File: src/logic/dio_image_consts.vh
// Constants for the digital I/O process image block.
// Assumes inclusion by bare name from the design files under logic/.
`ifndef DIO_IMAGE_CONSTS_VH
`define DIO_IMAGE_CONSTS_VH

// Digital output image bytes, counted from the end of the analog output data
`define OUT_IDX_SINGLE 8'h00
`define OUT_IDX_DUAL 8'h01
`define OUT_IDX_DUAL_DIAG 8'h02
`define OUT_IDX_DUAL_CODE 8'h03
`define OUT_IDX_QUAD 8'h04
`define OUT_DIGITAL_BYTES 8'h05

// Used control bits of each output variant
`define MASK_SINGLE 8'h01
`define MASK_DUAL 8'h03
`define MASK_QUAD 8'h0f

// Input image byte indices on the read port
`define IN_IDX_WORD_LOW 3'h0
`define IN_IDX_WORD_HIGH 3'h1
`define IN_IDX_SINGLE 3'h2
`define IN_IDX_DUAL_DIAG 3'h3
`define IN_IDX_DUAL_CODE 3'h4

// Field positions
`define POS_MANUAL 0
`define POS_CH1 0
`define POS_CH2 1

// Two-bit channel fault codes
`define CODE_NORMAL 2'h0
`define CODE_OPEN_OR_PLUS 2'h1
`define CODE_GND_OR_OVERLOAD 2'h2

// Reset values
`define RST_BYTE 8'h00
`define RST_BASE 8'h00

`endif

File: src/logic/output_channel_latch.v
// Output control byte holder for one digital output variant.
// Assumes a synchronous active-low reset and a one-cycle write strobe.
`include "dio_image_consts.vh"
`timescale 1ns/1ps
`default_nettype none

module output_channel_latch #(
  parameter [7:0] USED_MASK = 8'hff
) (
  input wire mclk_in, // System clock
  input wire rst_n_in, // Synchronous reset, active low
  input wire wr_in, // Write strobe for this byte
  input wire [7:0] data_in, // Output image byte from the coupler
  output reg [7:0] drive_out // Channel drive, unused bits held low
);

  // Store only the used control bits; other positions never reach a channel
  always @(posedge mclk_in)
  begin
    if (!rst_n_in)
    begin
      drive_out <= `RST_BYTE;
    end
    else if (wr_in)
    begin
      drive_out <= data_in & USED_MASK;
    end
  end

endmodule // output_channel_latch

`default_nettype wire

File: src/logic/digital_io_process_image.v
// Process image mapping for simple digital input and output channels.
// Assumes the coupler writes output image bytes by address and reads the
// input image by byte index, all synchronous to mclk_in.
`include "dio_image_consts.vh"
`timescale 1ns/1ps
`default_nettype none

module digital_io_process_image (
  input wire mclk_in, // System clock, 125 MHz
  input wire rst_n_in, // Synchronous reset, active low
  input wire [15:0] input_channel_bit_in, // Field states of the sixteen inputs
  input wire manual_mode_in, // Single channel variant in manual operation
  input wire [1:0] dual_overload_in, // Two-channel diag: overload per channel
  input wire [1:0] dual_short_in, // Two-channel diag: short circuit per channel
  input wire [1:0] dual_wire_break_in, // Two-channel diag: broken wire per channel
  input wire [1:0] code_open_in, // Two-bit diag: no load or short to +24 V
  input wire [1:0] code_gnd_in, // Two-bit diag: short to ground or overload
  input wire [7:0] analog_out_bytes_in, // Bytes of analog output data ahead
  input wire out_wr_in, // Output image byte write strobe
  input wire [7:0] out_addr_in, // Output image byte address
  input wire [7:0] out_data_in, // Output image byte data
  input wire in_rd_in, // Input image byte read strobe
  input wire [2:0] in_addr_in, // Input image byte index
  output reg [7:0] image_byte_low_out, // Sixteen-input image, channels 1-8
  output reg [7:0] image_byte_high_out, // Sixteen-input image, channels 9-16
  output reg [7:0] single_status_out, // Single channel status byte
  output reg [7:0] dual_diag_out, // Two-channel fault byte
  output reg [7:0] dual_code_out, // Two-bit fault byte
  output reg [7:0] in_rd_data_out, // Read data of the input image
  output reg in_rd_valid_out, // Read data valid, one cycle
  output reg [7:0] digital_out_base_out, // First digital output byte address
  output reg out_wr_miss_out, // Write hit no digital byte, one cycle
  output wire single_drive_out, // Single channel output drive
  output wire [1:0] dual_drive_out, // Two-channel output drives
  output wire [1:0] dual_diag_drive_out, // Two-channel diag output drives
  output wire [1:0] dual_code_drive_out, // Two-bit diag output drives
  output wire [3:0] quad_drive_out // Four-channel output drives
);

  wire [7:0] rel_addr;
  wire in_digital;
  wire wr_single;
  wire wr_dual;
  wire wr_dual_diag;
  wire wr_dual_code;
  wire wr_quad;
  wire [7:0] single_q;
  wire [7:0] dual_q;
  wire [7:0] dual_diag_q;
  wire [7:0] dual_code_q;
  wire [7:0] quad_q;
  wire [1:0] dual_fault;
  wire [3:0] code_field;
  reg [7:0] next_rd_data;

  // Digital bytes start right after the analog output data
  assign rel_addr = out_addr_in - analog_out_bytes_in;
  assign in_digital = (out_addr_in >= analog_out_bytes_in) && (rel_addr < `OUT_DIGITAL_BYTES);

  // One write strobe per variant byte
  assign wr_single = out_wr_in && in_digital && (rel_addr == `OUT_IDX_SINGLE);
  assign wr_dual = out_wr_in && in_digital && (rel_addr == `OUT_IDX_DUAL);
  assign wr_dual_diag = out_wr_in && in_digital && (rel_addr == `OUT_IDX_DUAL_DIAG);
  assign wr_dual_code = out_wr_in && in_digital && (rel_addr == `OUT_IDX_DUAL_CODE);
  assign wr_quad = out_wr_in && in_digital && (rel_addr == `OUT_IDX_QUAD);

  // Single channel: only bit 0 controls, bits 1 to 7 ignored
  output_channel_latch #(
    .USED_MASK(`MASK_SINGLE)
  ) u_single (
    .mclk_in(mclk_in),
    .rst_n_in(rst_n_in),
    .wr_in(wr_single),
    .data_in(out_data_in),
    .drive_out(single_q)
  );

  // Two channels: bits 0 and 1, bits 2 to 7 ignored
  output_channel_latch #(
    .USED_MASK(`MASK_DUAL)
  ) u_dual (
    .mclk_in(mclk_in),
    .rst_n_in(rst_n_in),
    .wr_in(wr_dual),
    .data_in(out_data_in),
    .drive_out(dual_q)
  );

  // Two-channel diagnostic variant controls
  output_channel_latch #(
    .USED_MASK(`MASK_DUAL)
  ) u_dual_diag (
    .mclk_in(mclk_in),
    .rst_n_in(rst_n_in),
    .wr_in(wr_dual_diag),
    .data_in(out_data_in),
    .drive_out(dual_diag_q)
  );

  // Two-bit diagnostic variant controls, bits 2 to 7 ignored
  output_channel_latch #(
    .USED_MASK(`MASK_DUAL)
  ) u_dual_code (
    .mclk_in(mclk_in),
    .rst_n_in(rst_n_in),
    .wr_in(wr_dual_code),
    .data_in(out_data_in),
    .drive_out(dual_code_q)
  );

  // Four channels: bits 0 to 3, bits 4 to 7 ignored
  output_channel_latch #(
    .USED_MASK(`MASK_QUAD)
  ) u_quad (
    .mclk_in(mclk_in),
    .rst_n_in(rst_n_in),
    .wr_in(wr_quad),
    .data_in(out_data_in),
    .drive_out(quad_q)
  );

  // Channel drives come straight from the latch flip-flops
  assign single_drive_out = single_q[`POS_CH1];
  assign dual_drive_out = dual_q[1:0];
  assign dual_diag_drive_out = dual_diag_q[1:0];
  assign dual_code_drive_out = dual_code_q[1:0];
  assign quad_drive_out = quad_q[3:0];

  // Per-channel fault bit and two-bit fault code
  genvar ch;
  generate
    for (ch = 0; ch < 2; ch = ch + 1)
    begin : g_fault
      // Any of overload, short circuit or broken wire marks the channel
      assign dual_fault[ch] = dual_overload_in[ch] | dual_short_in[ch] | dual_wire_break_in[ch];
      // Ground short or overload takes precedence over open load
      assign code_field[2*ch+1:2*ch] = code_gnd_in[ch] ? `CODE_GND_OR_OVERLOAD :
                                       code_open_in[ch] ? `CODE_OPEN_OR_PLUS :
                                       `CODE_NORMAL;
    end
  endgenerate

  // Sample the input image every cycle; unused positions held at zero
  always @(posedge mclk_in)
  begin
    if (!rst_n_in)
    begin
      image_byte_low_out <= `RST_BYTE;
      image_byte_high_out <= `RST_BYTE;
      single_status_out <= `RST_BYTE;
      dual_diag_out <= `RST_BYTE;
      dual_code_out <= `RST_BYTE;
    end
    else
    begin
      image_byte_low_out <= input_channel_bit_in[7:0];
      image_byte_high_out <= input_channel_bit_in[15:8];
      single_status_out <= {7'h00, manual_mode_in};
      dual_diag_out <= {6'h00, dual_fault};
      dual_code_out <= {4'h0, code_field};
    end
  end

  // Input image read mux; unmapped indices read zero
  always @*
  begin
    next_rd_data = `RST_BYTE;
    case (in_addr_in)
      `IN_IDX_WORD_LOW: next_rd_data = image_byte_low_out;
      `IN_IDX_WORD_HIGH: next_rd_data = image_byte_high_out;
      `IN_IDX_SINGLE: next_rd_data = single_status_out;
      `IN_IDX_DUAL_DIAG: next_rd_data = dual_diag_out;
      `IN_IDX_DUAL_CODE: next_rd_data = dual_code_out;
      default: next_rd_data = `RST_BYTE;
    endcase
  end

  // Register read answer one cycle after the strobe
  always @(posedge mclk_in)
  begin
    if (!rst_n_in)
    begin
      in_rd_data_out <= `RST_BYTE;
      in_rd_valid_out <= 1'b0;
    end
    else
    begin
      in_rd_valid_out <= in_rd_in;
      if (in_rd_in)
      begin
        in_rd_data_out <= next_rd_data;
      end
    end
  end

  // Report the digital base and flag writes that land on no digital byte
  always @(posedge mclk_in)
  begin
    if (!rst_n_in)
    begin
      digital_out_base_out <= `RST_BASE;
      out_wr_miss_out <= 1'b0;
    end
    else
    begin
      digital_out_base_out <= analog_out_bytes_in;
      out_wr_miss_out <= out_wr_in && !in_digital;
    end
  end

endmodule // digital_io_process_image

`default_nettype wire

File: config.mk
export PLATFORM = sky130hd
export DESIGN_NAME = digital_io_process_image
export DESIGN_NICKNAME = d
export VERILOG_FILES = /design/src/logic/output_channel_latch.v /design/src/logic/digital_io_process_image.v
export VERILOG_INCLUDE_DIRS = /design/src /design/src/logic
export SDC_FILE = /design/constraint.sdc
export NUM_CORES = 1
export LEC_CHECK = 0
export ABC_AREA = 1
export BUFFER_PORTS_ARGS = -buffer_cell sky130_fd_sc_hd__clkbuf_2
export CAP_MARGIN = 5
export CORE_ASPECT_RATIO = 1.4
export CORE_MARGIN = 2
export CORE_UTILIZATION = 30
export DETAILED_ROUTE_END_ITERATION = 16
export PLACE_DENSITY = 0.53
export SLEW_MARGIN = 25
export SYNTH_ARGS = -nofsm -noshare
export SYNTH_HDL_FRONTEND = slang
export SYNTH_SLANG_ARGS = --single-unit
File: constraint.sdc
create_clock -name mclk_in -period 4.95 [get_ports mclk_in]
set_clock_uncertainty 0.05 [all_clocks]
set_input_delay 0.99 -clock mclk_in [delete_from_list [all_inputs] [get_ports mclk_in]]
set_output_delay 0.99 -clock mclk_in [all_outputs]
set_load 0.05 [all_outputs]
Word level (Yosys, flattened, before mapping)
Index checks and enable logic that the tools add are counted.
Operators by class
  add/sub/neg operators: 1
  $lt $le $gt $ge: 2
  eq/ne operators: 8
  mux-type cells: 5
  bitwise logic cells: 5
  reductions and logical operators: 13
Operators by type and width (number)
  one-hot mux 8 bit (5 select lines): 1
  == test 8 x 2 -> 1 bit (second input constant): 2
  == test 8 x 1 -> 1 bit (second input constant): 1
  == test 8 x 3 -> 1 bit (second input constant): 1
  greater-or-equal comparator 8 bit: 1
  logical AND 1 bit: 8
  zero test 8 bit: 1
  < comparator 8 x 3 -> 1 bit (second input constant): 1
  subtractor 8 bit: 1
  == test 3 x 2 -> 1 bit (second input constant): 2
  2-to-1 mux 2 bit: 2
  OR 1 bit: 4
  OR reduction 2 bit: 2
  == test 3 x 1 -> 1 bit (second input constant): 1
  == test 3 bit (second input constant): 1
  zero test 3 bit: 1
  2-to-1 mux 1 bit: 2
  zero test 1 bit: 1
  NOT 1 bit: 1
Word-level totals
  register bits after elaboration: 69
  input port bits: 58
  output and inout port bits: 69
  logic and storage cells: 53

Logic depth before layout (Yosys ltp)
  word-level depth: 5
  mapped depth: 18
  gate-level depth less buffers: 18

By module
Synthesis repeated with hierarchy kept, for this count alone.
Unflattened totals
  cell total of the unflattened synthesis: 400
  area total of the unflattened synthesis: 2772.7 sq um
By module, submodules not included
  digital_io_process_image: times used 1, cells each 299, area each 2095.8 sq um, sequential area each 820.8 sq um
  output_channel_latch (u_dual ...): times used 3, cells each 19, area each 126.4 sq um, sequential area each 40.0 sq um
  output_channel_latch (u_quad): times used 1, cells each 30, area each 200.2 sq um, sequential area each 80.1 sq um
  output_channel_latch (u_single): times used 1, cells each 14, area each 97.6 sq um, sequential area each 20.0 sq um

Worst setup path after synthesis
Ideal clock, no wire load.
  path kind: input port to flip-flop
  start point: input out_addr_in[0]
  end point: register u_quad.drive_out[0]
  setup time: 114 ps
  arrival time: 2706 ps
  required time: 4786 ps
  slack: 2080 ps
  stages: 13
  cells stage by stage: inv_1 > ha_1 > inv_1 > fa_1 > nor2_1 > nor2_1 > nor2_2 > nand4_1 > nor2_2 > buf_6 > nand3_1 > nand2_1 > nor2_1
On the way
  cells in the longest elaborated chain, start to end: 5
  elaborated cells on any way between the ends: 7
  classes of those cells: add/sub (1); order compare (2); eq/ne (1); reduce/logical (3)
Ends and longest elaborated chain
  start: declaration: line digital_io_process_image.v:20  | input wire [7:0] out_addr_in,
  subtractor 8 bit: line digital_io_process_image.v:57  | assign rel_addr = out_addr_in - analog_out_bytes_in;
  < comparator 8 x 3 -> 1 bit (no source line)
  logical AND 1 bit: line digital_io_process_image.v:58  | assign in_digital = (out_addr_in >= analog_out_bytes_in) && (rel_addr < `OUT_DIGITAL_BYTES);
  logical AND 1 bit: line digital_io_process_image.v:65  | assign wr_quad = out_wr_in && in_digital && (rel_addr == `OUT_IDX_QUAD);
  logical AND 1 bit *: line digital_io_process_image.v:65
  end signal: assignment: line output_channel_latch.v:22  | drive_out <= `RST_BYTE;
  end signal: assignment: line output_channel_latch.v:26  | drive_out <= data_in & USED_MASK;
  end: declaration: line output_channel_latch.v:14  | output reg [7:0] drive_out
Mark *: on every way between the ends. The rest lies on a longest branch, timed or not.
A chain may end at the register's enable or synchronous reset.

Worst setup path in the final report
  start point: input out_addr_in[0]
  end point: register u_dual.drive_out[1]
On the way
  cells in the longest elaborated chain, start to end: 5
  elaborated cells on any way between the ends: 7
  classes of those cells: add/sub (1); order compare (2); eq/ne (1); reduce/logical (3)
Ends and longest elaborated chain
  subtractor 8 bit: line digital_io_process_image.v:57
  < comparator 8 x 3 -> 1 bit (no source line)
  logical AND 1 bit: line digital_io_process_image.v:58
  logical AND 1 bit: line digital_io_process_image.v:62  | assign wr_dual = out_wr_in && in_digital && (rel_addr == `OUT_IDX_DUAL);
  logical AND 1 bit *: line digital_io_process_image.v:62
  end signal: assignment: line output_channel_latch.v:22
  end signal: assignment: line output_channel_latch.v:26
  end: declaration: line output_channel_latch.v:14
Marked as above.

==> flow_summary.yaml <==
status:
  status: "completed"
routing:
  first_iter_violations: 35
  wire_per_inst_um: 10.50
  routed_wl_um: 6140
  drc: 0
  drt-pass1-iter-count: 4
  routed_via_density: 4.181
  vias: 2446
  ant_nets: 0
logic_synthesis:
  async_flop_share_pct: 0
  synth_top_area_share_pct: 40.21
  ys.flop_type: "dfxtp_1"
  syn_area_per_cell_um2: 6.922
  synth_seq_cells: 52
  synth_cell_type_count: 25
  syn-instance-count: 374
  syn_area_um2: 2589
  yosys_warnings: 0
  synth_area_leader_cell: "dfxtp_1"
  synth_top_cells_by_area: "dfxtp_1, nand2_1, inv_1"
  ys_seq_area_share_pct: 40.21
  synth_common_cells: "nand2_1, inv_1, dfxtp_1"
  synth_edf_count: 0
  synthMostInstantiatedCell: "nand2_1"
global_routing:
  grt_busiest_layer: "met2"
  grt_pass1_wl_um: 9666
  grt-ovfl-total: 0
  grt.met1_usage_pct: 12.48
  antenna_found_initial: 0
  grt_max_degree: 44
  grtUsageTotal_pct: 13.26
  grt_pass1_vias: 2307
  met2_usage_pct: 25.75
  grtUsageMet3_pct: 2.927
sta:
  maxSlewHeadroom_pct: 61.70
  setup_viol: 0
  setup_tns_ns: 0
  clock.fmax_mhz: 331.8
  rsz0062_at_grt: "no"
  fin_crit_ns: 3.014
  drv_slew: 0
  final.period_utilization_pct: 60.89
  finalHoldViolations: 0
  fin_hold_ws_ns: 0.4156
  tightest_slew_ns: 0.5723
worst_setup_path:
  cp-end-kind: "flop"
  rrSetupSlack_ns: 3.93
  criticalPathCategory: "in -> reg"
  worstSetupStartpointType: "input pin"
  rr_startpoint: "dual_diag_out[0]$_SDFF_PN0_"
  worstPathArrival_ns: 3.16
  cp.required_ns: 5.09
  startpoint: "out_addr_in[0]"
  worstPathMaxFanout: 12
power:
  p_per_area_nw_per_um2: 309.4
  peakVddDrop_mv: 0.1734
  p_leak_nw: 1.947
  p_total_mw: 1.020
clock_network:
  htree_levels: 2
  root_buffer: "clkbuf_16"
  cts_resized: 0
  post_cts_buffers: 0
  clock_latency_ns: 0.29
  clockBufferDepth: 2
  cts_hold_buf: 0
  cts.sinks: 52
  cts_buffers: 5
  cts.reportedPaths.clkPinSlew_ns: 0.07
  tritoncts: "built"
floorplanning:
  core_um2: 8508
  initial_core_util_pct: 30.43
  die_w_um: 82.51
  die_y_um: 113.9
  io_pins: 127
  rows: 40
  dieArea_um2: 9399
hold_path:
  worstHoldStart: "in_rd_data_out[1]$_SDFFE_PN0P_"
  hold_class: "reg -> reg"
place:
  place.gp.congestion: 0.8095
  dp.final_hpwl_um: 5083
  port_buffers: 105
  dp.cells: 577
cells_and_area:
  layout-drive-gt1-share_pct: 26.88
  final_cells: 585
  synthToLayoutAreaGrowth_pct: 27.31
  antenna_cells: 0
  layout.nets: 546
run:
  drv_cap: 0
-- where the power goes --
part	switching (mW)	internal (mW)
Clock	0.150	0.186
Sequential	0.00730	0.434
Combinational	0.178	0.0637
-- worst paths after layout --
| kind | end | depth (start not counted) |
|---|---|---|
| worst min register to register | in_rd_data_out[1]$_SDFFE_PN0P_ | 2 |
| worst max-delay path | u_dual.drive_out[1]$_SDFFE_PN0P_ | 17 |
| worst max register to register | in_rd_data_out[0]$_SDFFE_PN0P_ | 5 |
| worst min-delay path | in_rd_data_out[1]$_SDFFE_PN0P_ | 2 |
-- layout by cell type, fill, tap and decap left out --
| master | synthesis | layout |
|---|---|---|
| xor2_1 | 1 | 1 |
| conb_1 | 1 | 17 |
| nand3_1 | 26 | 26 |
| clkbuf_16 | 0 | 5 |
| ha_1 | 8 | 8 |
| fa_1 | 1 | 1 |
| clkinv_2 | 0 | 2 |
| a21oi_1 | 13 | 13 |
| inv_1 | 73 | 73 |
| clkinv_1 | 1 | 1 |
| nand2_2 | 1 | 1 |
| nand2_1 | 106 | 106 |
| dfxtp_1 | 52 | 52 |
| nor2_2 | 7 | 7 |
| xnor2_1 | 1 | 1 |
| buf_4 | 17 | 1 |
| a22o_1 | 4 | 4 |
| nand4_4 | 1 | 1 |
| clkbuf_2 | 0 | 105 |
| nand4_1 | 6 | 6 |
| mux2_2 | 1 | 1 |
| nor2_1 | 37 | 37 |
| o21a_1 | 1 | 1 |
| nand3_2 | 3 | 3 |
| clkinv_4 | 0 | 1 |
| nor2_4 | 2 | 2 |
| nor3_1 | 4 | 4 |
-- stage by stage --
step | cell area [um2] | setup WS [ns] | utilization (%)
floorplan | 2649 | 2.080 | -
global placement | 3152 | 1.652 | 37.04
detailed placement | 3152 | 1.647 | 37.04
CTS | 3296 | 1.953 | 38.74
global route | 3296 | 1.680 | 38.74
finish | 3296 | 1.936 | 38.74
-- final cells by class --
cell class / instances / area [um2]
fillers: 974 / 5213
repair buffers: 106 / 533.0
inverters: 74 / 277.8
clock inverters: 3 / 18.77
multi-input cells: 240 / 1169
clock buffers: 5 / 125.1
well taps: 105 / 131.4
flip-flops and latches: 52 / 1041
-- critical path, cell delays in order --
cell,delay [ns]
clkbuf_2,0.08
inv_1,0.06
ha_1,0.13
inv_1,0.07
fa_1,0.40
nand2_1,0.11
nand3_2,0.11
nand3_2,0.09
nand2_1,0.05
nand2_1,0.09
nand2_1,0.06
nor2_2,0.16
nand4_1,0.14
nor2_2,0.38
nand3_1,0.13
nand2_1,0.09
nor2_1,0.04
-- sequential cells by signal, indices dropped and copies added (netlist names), 4 cells and up --
signal                flops
image_byte_high_out       8
digital_out_base_out      8
image_byte_low_out        8
dual_code_out             4
u_quad.drive_out          4
in_rd_data_out            8
-- layer usage --
metal  wire length, um  share of wire, %  vias up
met5                 0                 0        -
met1              2282                37     1056
li1                  -                 -     1301
met4               168               2.7        0
met3               421               6.9       12
met2              3268                53       77
-- cell families (layout without fill, tap and decap cells) --
group	count (synthesis)	count (layout)	synth area share, %
AO/OA/AOI/OAI	18	18	4.156
XOR/XNOR	2	2	0.6768
adder cells (fa/ha/maj)	9	9	4.640
buffers and inverters	98	188	16.96
flip-flops	52	52	40.21
multiplexers	1	1	0.4350
other	1	17	0.1449
AND/OR/NAND/NOR	193	193	32.77
(Power assumes the default switching activity.)
